File: src/hdl/scfg_consts.svh
`ifndef SCFG_CONSTS_SVH
`define SCFG_CONSTS_SVH
`define SCFG_OFF_SUBVEN 8'h2C
`define SCFG_OFF_SUBID 8'h2E
`define SCFG_OFF_CAP 8'h34
`define SCFG_OFF_INTLN 8'h3C
`define SCFG_OFF_PTIM 8'h40
`define SCFG_OFF_STIM 8'h42
`define SCFG_OFF_PWRHDR 8'h70
`define SCFG_OFF_PWRCAPS 8'h72
`define SCFG_OFF_PWRCTL 8'h74
`define SCFG_OFF_MSGHDR 8'h80
`define SCFG_OFF_MSGCTL 8'h82
`define SCFG_OFF_MSGADDR 8'h84
`define SCFG_OFF_MSGADDR_HI 8'h86
`define SCFG_OFF_MSGDATA 8'h88
`define SCFG_SUBCLASS_IDE 8'h01
`define SCFG_CAP_NORM 8'h80
`define SCFG_CAP_IDE 8'h70
`define SCFG_PNEXT_IDE 8'hB0
`define SCFG_PNEXT_NORM 8'hA8
`define SCFG_PM_CID 8'h01
`define SCFG_WAKE_NORM 5'h08
`define SCFG_WAKE_IDE 5'h00
`define SCFG_PM_VER 3'h3
`define SCFG_MSI_HDR 16'h7005
`define SCFG_MMC_NORM 3'h4
`define SCFG_MMC_IDE 3'h0
`define SCFG_VEC_PORT 3'h4
`define SCFG_NO_WAKE_RESET 1'h1
`define SCFG_BIT_DEC 15
`define SCFG_BIT_WSTS 15
`define SCFG_BIT_WEN 8
`endif

File: src/hdl/scfg_pkg.sv
package scfg_pkg;
   typedef enum logic [1:0] {SCFG_D0 = 2'h0, SCFG_D3HOT = 2'h3} scfg_pstate_t;
   typedef enum {SCFG_MSG_IDLE, SCFG_MSG_SEND} scfg_msg_t;
endpackage : scfg_pkg

File: src/hdl/scfg_regs.sv
`timescale 1ns/100ps
`default_nettype none
`include "scfg_consts.svh"
module scfg_regs (
   // Clock and reset
   input wire logic CLK,
   input wire logic SYS_RST,
   input wire logic FLR,
   // Configuration access
   input wire logic CFG_WR,
   input wire logic CFG_RD,
   input wire logic [7:0] CFG_ADDR,
   input wire logic [15:0] CFG_WDATA,
   output logic [15:0] CFG_RDATA,
   // Mode and chipset inputs
   input wire logic [7:0] STORAGE_SUBCLASS_CODE,
   input wire logic [3:0] CHIPSET_INTERRUPT_PIN_SELECT,
   // Events
   input wire logic WAKE_EVENT,
   input wire logic PORT_IRQ,
   input wire logic [2:0] PORT_NUM,
   // Outputs
   output logic PRIMARY_DECODE_ON,
   output logic SECONDARY_DECODE_ON,
   output logic INTX_ASSERT,
   output logic PME_ASSERT,
   output logic IO_MEM_ENABLE,
   output logic MSI_WR,
   output logic [31:0] MSI_ADDR,
   output logic [15:0] MSI_DATA
);
   ////////////////////////////////////////////////////////////////
   logic ide_mode;
   logic [15:0] subsystem_vendor_value;
   logic [15:0] subsystem_identifier_value;
   logic subven_done;
   logic subid_done;
   logic [7:0] interrupt_line_reg;
   logic [15:0] primary_channel_decode;
   logic [15:0] secondary_channel_decode;
   logic wake_request_status;
   logic wake_request_enable;
   scfg_pkg::scfg_pstate_t power_state_field;
   logic [2:0] vector_count_enable;
   logic message_interrupt_on;
   logic [29:0] msg_addr_hi;
   logic [15:0] message_data_value;
   logic [15:0] next_rdata;
   logic [15:0] msg_word;
   logic wr_ok;
   scfg_pkg::scfg_msg_t msg_state;

   assign ide_mode = (STORAGE_SUBCLASS_CODE == `SCFG_SUBCLASS_IDE);
   assign wr_ok = CFG_WR;

   ////////////////////////////////////////////////////////////////
   // Write-once identifiers, untouched by function reset
   always_ff @(posedge CLK or posedge SYS_RST) begin
      if (SYS_RST) begin
         subsystem_vendor_value <= 16'h0000;
         subsystem_identifier_value <= 16'h0000;
         subven_done <= 1'b0;
         subid_done <= 1'b0;
      end else if (wr_ok) begin
         if (CFG_ADDR == `SCFG_OFF_SUBVEN && !subven_done) begin
            subsystem_vendor_value <= CFG_WDATA;
            subven_done <= 1'b1;
         end else if (CFG_ADDR == `SCFG_OFF_SUBID && !subid_done) begin
            subsystem_identifier_value <= CFG_WDATA;
            subid_done <= 1'b1;
         end
      end
   end

   // Plain RW registers
   always_ff @(posedge CLK or posedge SYS_RST) begin
      if (SYS_RST) begin
         interrupt_line_reg <= 8'h00;
         primary_channel_decode <= 16'h0000;
         secondary_channel_decode <= 16'h0000;
      end else if (wr_ok) begin
         if (CFG_ADDR == `SCFG_OFF_INTLN) begin
            interrupt_line_reg <= CFG_WDATA[7:0];
         end else if (CFG_ADDR == `SCFG_OFF_PTIM) begin
            primary_channel_decode <= {CFG_WDATA[15], 15'h0000};
         end else if (CFG_ADDR == `SCFG_OFF_STIM) begin
            secondary_channel_decode <= {CFG_WDATA[15], 15'h0000};
         end
      end
   end

   // Decode enables drive the legacy and native decoders
   always_ff @(posedge CLK or posedge SYS_RST) begin
      if (SYS_RST) begin
         PRIMARY_DECODE_ON <= 1'b0;
         SECONDARY_DECODE_ON <= 1'b0;
      end else begin
         PRIMARY_DECODE_ON <= primary_channel_decode[`SCFG_BIT_DEC];
         SECONDARY_DECODE_ON <= secondary_channel_decode[`SCFG_BIT_DEC];
      end
   end

   ////////////////////////////////////////////////////////////////
   // Power state; function reset returns to D0
   always_ff @(posedge CLK or posedge SYS_RST) begin
      if (SYS_RST) begin
         power_state_field <= scfg_pkg::SCFG_D0;
      end else if (FLR) begin
         power_state_field <= scfg_pkg::SCFG_D0;
      end else if (wr_ok && CFG_ADDR == `SCFG_OFF_PWRCTL) begin
         // D1/D2 unsupported: such writes are ignored
         if (CFG_WDATA[1:0] == 2'h0) begin
            power_state_field <= scfg_pkg::SCFG_D0;
         end else if (CFG_WDATA[1:0] == 2'h3) begin
            power_state_field <= scfg_pkg::SCFG_D3HOT;
         end
      end
   end

   // Wake bits survive function reset; event set beats W1C clear
   always_ff @(posedge CLK or posedge SYS_RST) begin
      if (SYS_RST) begin
         wake_request_status <= 1'b0;
         wake_request_enable <= 1'b0;
      end else if (ide_mode) begin
         wake_request_status <= 1'b0;
         wake_request_enable <= 1'b0;
      end else begin
         if (WAKE_EVENT) begin
            wake_request_status <= 1'b1;
         end else if (wr_ok && CFG_ADDR == `SCFG_OFF_PWRCTL && CFG_WDATA[`SCFG_BIT_WSTS]) begin
            wake_request_status <= 1'b0;
         end
         if (wr_ok && CFG_ADDR == `SCFG_OFF_PWRCTL) begin
            wake_request_enable <= CFG_WDATA[`SCFG_BIT_WEN];
         end
      end
   end

   always_ff @(posedge CLK or posedge SYS_RST) begin
      if (SYS_RST) begin
         PME_ASSERT <= 1'b0;
         IO_MEM_ENABLE <= 1'b1;
      end else begin
         PME_ASSERT <= wake_request_status && wake_request_enable
                       && power_state_field == scfg_pkg::SCFG_D3HOT;
         IO_MEM_ENABLE <= power_state_field == scfg_pkg::SCFG_D0;
      end
   end

   ////////////////////////////////////////////////////////////////
   // Message registers
   always_ff @(posedge CLK or posedge SYS_RST) begin
      if (SYS_RST) begin
         vector_count_enable <= 3'h0;
         message_interrupt_on <= 1'b0;
         msg_addr_hi <= 30'h0;
         message_data_value <= 16'h0000;
      end else begin
         if (ide_mode) begin
            message_interrupt_on <= 1'b0;
         end else if (wr_ok && CFG_ADDR == `SCFG_OFF_MSGCTL) begin
            message_interrupt_on <= CFG_WDATA[0];
         end
         if (wr_ok && CFG_ADDR == `SCFG_OFF_MSGCTL) begin
            vector_count_enable <= CFG_WDATA[6:4];
         end
         if (wr_ok && CFG_ADDR == `SCFG_OFF_MSGADDR) begin
            msg_addr_hi <= {msg_addr_hi[29:14], CFG_WDATA[15:2]};
         end else if (wr_ok && CFG_ADDR == `SCFG_OFF_MSGADDR_HI) begin
            msg_addr_hi <= {CFG_WDATA, msg_addr_hi[13:0]};
         end
         if (wr_ok && CFG_ADDR == `SCFG_OFF_MSGDATA) begin
            message_data_value <= CFG_WDATA;
         end
      end
   end

   // Compose message word by vector mode
   always_comb begin
      if (vector_count_enable == `SCFG_VEC_PORT) begin
         msg_word = {message_data_value[15:3], PORT_NUM};
      end else if (vector_count_enable == 3'h2) begin
         msg_word = {message_data_value[15:2], PORT_NUM[1:0]};
      end else if (vector_count_enable == 3'h1) begin
         msg_word = {message_data_value[15:1], PORT_NUM[0]};
      end else begin
         msg_word = message_data_value;
      end
   end

   // One write per event; D3hot blocks all interrupt signalling
   always_ff @(posedge CLK or posedge SYS_RST) begin
      if (SYS_RST) begin
         msg_state <= scfg_pkg::SCFG_MSG_IDLE;
         MSI_WR <= 1'b0;
         MSI_ADDR <= 32'h00000000;
         MSI_DATA <= 16'h0000;
         INTX_ASSERT <= 1'b0;
      end else begin
         INTX_ASSERT <= PORT_IRQ && !message_interrupt_on
                        && power_state_field == scfg_pkg::SCFG_D0;
         case (msg_state)
            scfg_pkg::SCFG_MSG_IDLE: begin
               MSI_WR <= 1'b0;
               if (PORT_IRQ && message_interrupt_on && power_state_field == scfg_pkg::SCFG_D0) begin
                  MSI_WR <= 1'b1;
                  MSI_ADDR <= {msg_addr_hi, 2'h0};
                  MSI_DATA <= msg_word;
                  msg_state <= scfg_pkg::SCFG_MSG_SEND;
               end
            end
            scfg_pkg::SCFG_MSG_SEND: begin
               MSI_WR <= 1'b0;
               if (!PORT_IRQ) begin
                  msg_state <= scfg_pkg::SCFG_MSG_IDLE;
               end
            end
            default: begin
               msg_state <= scfg_pkg::SCFG_MSG_IDLE;
            end
         endcase
      end
   end

   ////////////////////////////////////////////////////////////////
   // Read mux
   always_comb begin
      if (CFG_ADDR == `SCFG_OFF_SUBVEN) begin
         next_rdata = subsystem_vendor_value;
      end else if (CFG_ADDR == `SCFG_OFF_SUBID) begin
         next_rdata = subsystem_identifier_value;
      end else if (CFG_ADDR == `SCFG_OFF_CAP) begin
         next_rdata = {8'h00, ide_mode ? `SCFG_CAP_IDE : `SCFG_CAP_NORM};
      end else if (CFG_ADDR == `SCFG_OFF_INTLN) begin
         next_rdata = {4'h0, CHIPSET_INTERRUPT_PIN_SELECT, interrupt_line_reg};
      end else if (CFG_ADDR == `SCFG_OFF_PTIM) begin
         next_rdata = primary_channel_decode;
      end else if (CFG_ADDR == `SCFG_OFF_STIM) begin
         next_rdata = secondary_channel_decode;
      end else if (CFG_ADDR == `SCFG_OFF_PWRHDR) begin
         next_rdata = {ide_mode ? `SCFG_PNEXT_IDE : `SCFG_PNEXT_NORM, `SCFG_PM_CID};
      end else if (CFG_ADDR == `SCFG_OFF_PWRCAPS) begin
         next_rdata = {ide_mode ? `SCFG_WAKE_IDE : `SCFG_WAKE_NORM, 8'h00, `SCFG_PM_VER};
      end else if (CFG_ADDR == `SCFG_OFF_PWRCTL) begin
         next_rdata = {wake_request_status, 6'h00, wake_request_enable, 4'h0,
                       `SCFG_NO_WAKE_RESET, 1'b0, power_state_field};
      end else if (CFG_ADDR == `SCFG_OFF_MSGHDR) begin
         next_rdata = `SCFG_MSI_HDR;
      end else if (CFG_ADDR == `SCFG_OFF_MSGCTL) begin
         next_rdata = {8'h00, 1'b0, vector_count_enable,
                       ide_mode ? `SCFG_MMC_IDE : `SCFG_MMC_NORM, message_interrupt_on};
      end else if (CFG_ADDR == `SCFG_OFF_MSGADDR) begin
         next_rdata = {msg_addr_hi[13:0], 2'h0};
      end else if (CFG_ADDR == `SCFG_OFF_MSGADDR_HI) begin
         next_rdata = msg_addr_hi[29:14];
      end else if (CFG_ADDR == `SCFG_OFF_MSGDATA) begin
         next_rdata = message_data_value;
      end else begin
         next_rdata = 16'h0000;
      end
   end

   always_ff @(posedge CLK or posedge SYS_RST) begin
      if (SYS_RST) begin
         CFG_RDATA <= 16'h0000;
      end else if (CFG_RD) begin
         CFG_RDATA <= next_rdata;
      end
   end

   ////////////////////////////////////////////////////////////////
   wake_ide_a: assert property (@(posedge CLK) disable iff (SYS_RST)
      ide_mode |=> !wake_request_status && !wake_request_enable) else $error("wake bits set in IDE");
   pme_gate_a: assert property (@(posedge CLK) disable iff (SYS_RST)
      PME_ASSERT |-> $past(wake_request_status) && $past(wake_request_enable)) else $error("PME without enable");
   wake_sticky_a: assert property (@(posedge CLK) disable iff (SYS_RST)
      WAKE_EVENT && !ide_mode |=> wake_request_status) else $error("wake event lost");
   flr_keep_a: assert property (@(posedge CLK) disable iff (SYS_RST)
      FLR && !ide_mode && !WAKE_EVENT && !wr_ok |=> $stable(wake_request_status)) else $error("FLR hit status");
   message_interrupt_on_ide_a: assert property (@(posedge CLK) disable iff (SYS_RST)
      ide_mode |=> !message_interrupt_on) else $error("MSI on in IDE");
   intx_block_a: assert property (@(posedge CLK) disable iff (SYS_RST)
      INTX_ASSERT |-> !$past(message_interrupt_on)) else $error("pin used with MSI");
   msi_once_a: assert property (@(posedge CLK) disable iff (SYS_RST)
      MSI_WR |=> !MSI_WR) else $error("double message");
   msi_align_a: assert property (@(posedge CLK) disable iff (SYS_RST)
      MSI_WR |-> MSI_ADDR[1:0] == 2'h0) else $error("unaligned address");
   msi_port_a: assert property (@(posedge CLK) disable iff (SYS_RST)
      MSI_WR && $past(vector_count_enable) == 3'h4 |-> MSI_DATA[2:0] == $past(PORT_NUM)) else $error("bad port vector");
   d3_block_a: assert property (@(posedge CLK) disable iff (SYS_RST)
      power_state_field == scfg_pkg::SCFG_D3HOT |=> !INTX_ASSERT && !MSI_WR) else $error("irq in D3hot");
   pme_d3_a: assert property (@(posedge CLK) disable iff (SYS_RST)
      PME_ASSERT |-> $past(power_state_field) == scfg_pkg::SCFG_D3HOT) else $error("PME outside D3hot");
   io_gate_a: assert property (@(posedge CLK) disable iff (SYS_RST)
      IO_MEM_ENABLE |-> $past(power_state_field) == scfg_pkg::SCFG_D0) else $error("IO enabled in D3hot");
endmodule : scfg_regs
`default_nettype wire

File: config.mk
export PLATFORM = sky130hd
export DESIGN_NAME = scfg_regs
export DESIGN_NICKNAME = d
export VERILOG_FILES = /design/src/hdl/scfg_pkg.sv /design/src/hdl/scfg_regs.sv
export VERILOG_INCLUDE_DIRS = /design/src /design/src/hdl
export SDC_FILE = /design/constraint.sdc
export NUM_CORES = 1
export LEC_CHECK = 0
export ABC_AREA = 0
export BUFFER_PORTS_ARGS = -buffer_cell sky130_fd_sc_hd__buf_2
export CORE_MARGIN = 3
export CORE_UTILIZATION = 57
export DETAILED_ROUTE_END_ITERATION = 8
export PLACE_DENSITY = 0.78
export SETUP_SLACK_MARGIN = 0.2
export SYNTH_ARGS = -nofsm -noshare
export SYNTH_HDL_FRONTEND = slang
export SYNTH_SLANG_ARGS = --single-unit
File: constraint.sdc
create_clock -name CLK -period 5.9 [get_ports CLK]
set_clock_uncertainty 0.1 [all_clocks]
set_input_delay 0.295 -clock CLK [delete_from_list [all_inputs] [get_ports CLK]]
set_output_delay 0.295 -clock CLK [all_outputs]
set_load 0.005 [all_outputs]
==> flow_metrics.tcl <==
set metrics [dict create \
    synthArstFlopShare_pct 100.0 \
    cts-root-buf "clkbuf_16" \
    hold_end "msg_state[0]$_DFFE_PP0P_" \
    reg2regPathDepth 3 \
    die_area_mm2 0.01459 \
    path_delay_family "simple AND/OR/NAND/NOR gates" \
    gp_congestion 0.8861 \
    n_fill_cell 949 \
    htree_levels 4 \
    pwr-share-seq_pct 46.1 \
    path_class "in2reg" \
    clkPwrFrac_pct 46.2 \
    synth_ff_type "dfrtp_1" \
    io_buffers 113 \
    power_density_mw_per_mm2 302.6 \
    combPwrFrac_pct 7.7 \
    path_max_fanout 26 \
    io_pins 116 \
    regToRegEndpoint "MSI_ADDR[15]$_DFFE_PP0P_" \
    fin_crit_sh_pct 42.95 \
    cp.arrival_ns 2.75 \
    cts_buffer_depth 2 \
    fin_cells 887 \
    place_inst 852 \
    dp_worst_setup_slack_ns 2.961 \
    syn_avg_cell_area_um2 12.52 \
    synth_top_family_by_area "multiplexers" \
    yosysWarningCount 0 \
    report.final.slew_viol_count 0 \
    path_buf_inv 1 \
    required_ns 6.11 \
    clock_latency_ns 0.43 \
    synth-edff-count 0 \
    drive_above_1_share_pct 42.52 \
    yosys_register_bits 166 \
    synthXorXnorAreaFrac_pct 0.2333 \
    yosys.area_share.simple_pct 10.96 \
    end_kind "flip-flop" \
    startpoint_type "input pin" \
    initial_core_util_pct 58.79 \
    min_from "PORT_IRQ" \
    layout_common_cells "dfrtp_1, mux2_2, buf_2" \
    r2r-start "power_state_field[0]$_DFFE_PP0P_" \
    hold_path.class "in2reg" \
    cts_sinks 166 \
    vias 5302 \
    viasPerCell 5.977 \
    switching_share_pct 22.44 \
    final_hold_viol_count 0 \
    rsz0062_at_grt "false" \
    synth_seq_area_share_pct 55.33 \
    holdPathStages 2 \
    path_clk_slew_ns 0.06 \
    leakage_nw 4.460 \
    fp.coreArea_mm2 0.01277 \
    die_h_um 120.8 \
    p_int_mw 2.073 \
    crit_slowest_cell "nor2_1" \
    drt-initial-drc-count 566 \
    cts_made_buffers 17 \
    wirelength_um 18670 \
    irDropWorstVdd_mv 0.2138 \
    critical_path.max_stage_delay_ns 0.74 \
    antenna_found_initial 0 \
    dpl_cell_area_mm2 0.008144 \
    tritoncts "done" \
    wl_per_cell_um 21.04 \
    synth_cell_types 69 \
    path_cells "buf_2, nor2_1, nand4_1, nor2_1, nand2_1, mux2_2" \
    slew_headroom_pct 25.06 \
    final_common_cell "dfrtp_1" \
    area_growth_pct 17.63 \
    grt_pass1_vias 5274 \
    final_nets 748 \
    fmax_mhz 394.6 \
    synth_mux_area_share_pct 21.01 \
    ff2ff_setup_slack_ns 3.88 \
    syn_area_mm2 0.007510 \
    grt_pass1_wl_um 29530 \
    dp_hpwl_um 13050 \
    drc 0 \
    cpMostUsedCell "nor2_1" \
    rows 41 \
    p_switching_mw 0.5997 \
    first_pass_iters 5 \
    track_usage_pct 26.64 \
    synthAdderAreaFrac_pct 0 \
    reg.largest.list "MSI_ADDR x30, msg_addr_hi x30" \
    fin_crit_ns 2.534 \
    final_area_mm2 0.008833 \
    worstMarginPinSlew_ns 1.114 \
    status "finished clean" \
    grt-ovfl-total 0 \
    setup_viol 0 \
    dieWidth_um 120.8 \
    grt_max_degree 89 \
    n_antenna_cell 0 \
    cap_violations 0 \
    synth-compound-area-share_pct 9.597 \
    worst_slack_ns 3.366 \
    post_cts_buffers 0 \
    ant_nets 0 \
    tns_ns 0 \
    syn_inst 600 \
]
## timing repair
item                                   4_1_cts  5_1_grt
hold buffers                                 3        0
endpoints found under the hold margin       89        0
resized for setup                            0        0
## logic make-up (layout without fill, tap and decap cells)
kind of cell           after synthesis  after routing
AND/OR/NAND/NOR                    140            140
buffers and inverters               43            157
AO/OA/AOI/OAI                      110            110
flip-flops                         166            166
XOR/XNOR                             2              2
other                                1              2
multiplexers                       138            138
## worst register-to-register path: cells and delay by family, from the launching register on
| family | cells | cell delay [ns] |
|---|---|---|
| simple gates | 1 | 0.32 |
| mux | 1 | 0.48 |
| flops | 1 | 0.50 |
| buf+inv | 1 | 0.52 |
## worst max path at each step
stage,slack [ns],depth (start not counted),startpoint,to
CTS,3.41,6,CFG_ADDR[1],interrupt_line_reg[6]$_DFFE_PP0P_
detailed placement,2.96,6,CFG_ADDR[1],interrupt_line_reg[6]$_DFFE_PP0P_
global route,3.21,6,CFG_ADDR[1],interrupt_line_reg[4]$_DFFE_PP0P_
finish,3.37,6,CFG_ADDR[1],interrupt_line_reg[6]$_DFFE_PP0P_
floorplan,1.02,1,SYS_RST,CFG_RDATA[0]$_DFFE_PP0P_
global placement,3.13,6,CFG_ADDR[1],interrupt_line_reg[3]$_DFFE_PP0P_
## power groups by stage
stage          clock network [mW]  registers (mW)  logic (mW)
3_5_place_dp                    0            1.25       0.205
2_1_floorplan                   0            1.24       0.122
6_report                     1.23            1.23       0.207
5_1_grt                      1.30            1.24       0.227
4_1_cts                      1.25            1.23       0.208
3_3_place_gp                    0            1.25       0.198
## synthesized netlist by cell type (5+ instances only)
master    count  area share, %
dfrtp_1     165             55
mux2_2      128             19
nand2_1      43            2.1
nor2_1       35            1.7
o21ai_0      31            2.1
a21oi_1      30            2.0
clkbuf_1     18           0.90
nand2b_1     14            1.2
buf_2        10           0.67
nand3_1      10           0.67
a22oi_1       7           0.70
inv_1         7           0.35
mux2_4        7            1.4
a221oi_1      5           0.58
## per-stage QoR
step	total power, mW	utilization, %	hold slack [ns]
3_3_place_gp	1.446	63.76	0.2830
5_1_grt	2.766	69.15	0.04706
3_5_place_dp	1.456	63.76	0.2955
4_1_cts	2.686	69.15	0.02528
2_1_floorplan	1.365	-	0.2581
6_report	2.673	69.15	0.04289
## per-layer routing
| metal | vias to the layer above | GRT usage [%] | wire length [um] |
|---|---|---|---|
| met5 | - | 0 | 0 |
| met4 | 0 | 8.569 | 275 |
| met3 | 24 | 4.771 | 1234 |
| li1 | 2373 | - | - |
| met1 | 2698 | 38.99 | 8435 |
| met2 | 207 | 40.76 | 8719 |
## layout make-up
cell class	count	area [um^2]	share of cell area [%]
sequential	166	4155	47.04
timing repair buffer	118	610.6	6.912
clock inverter	15	234.0	2.649
clock buffer	17	425.4	4.816
tap	172	215.2	2.436
inverter	7	31.28	0.3541
multi-input combinational	392	3162	35.79
No activity file was read; power rests on OpenSTA's default activity.
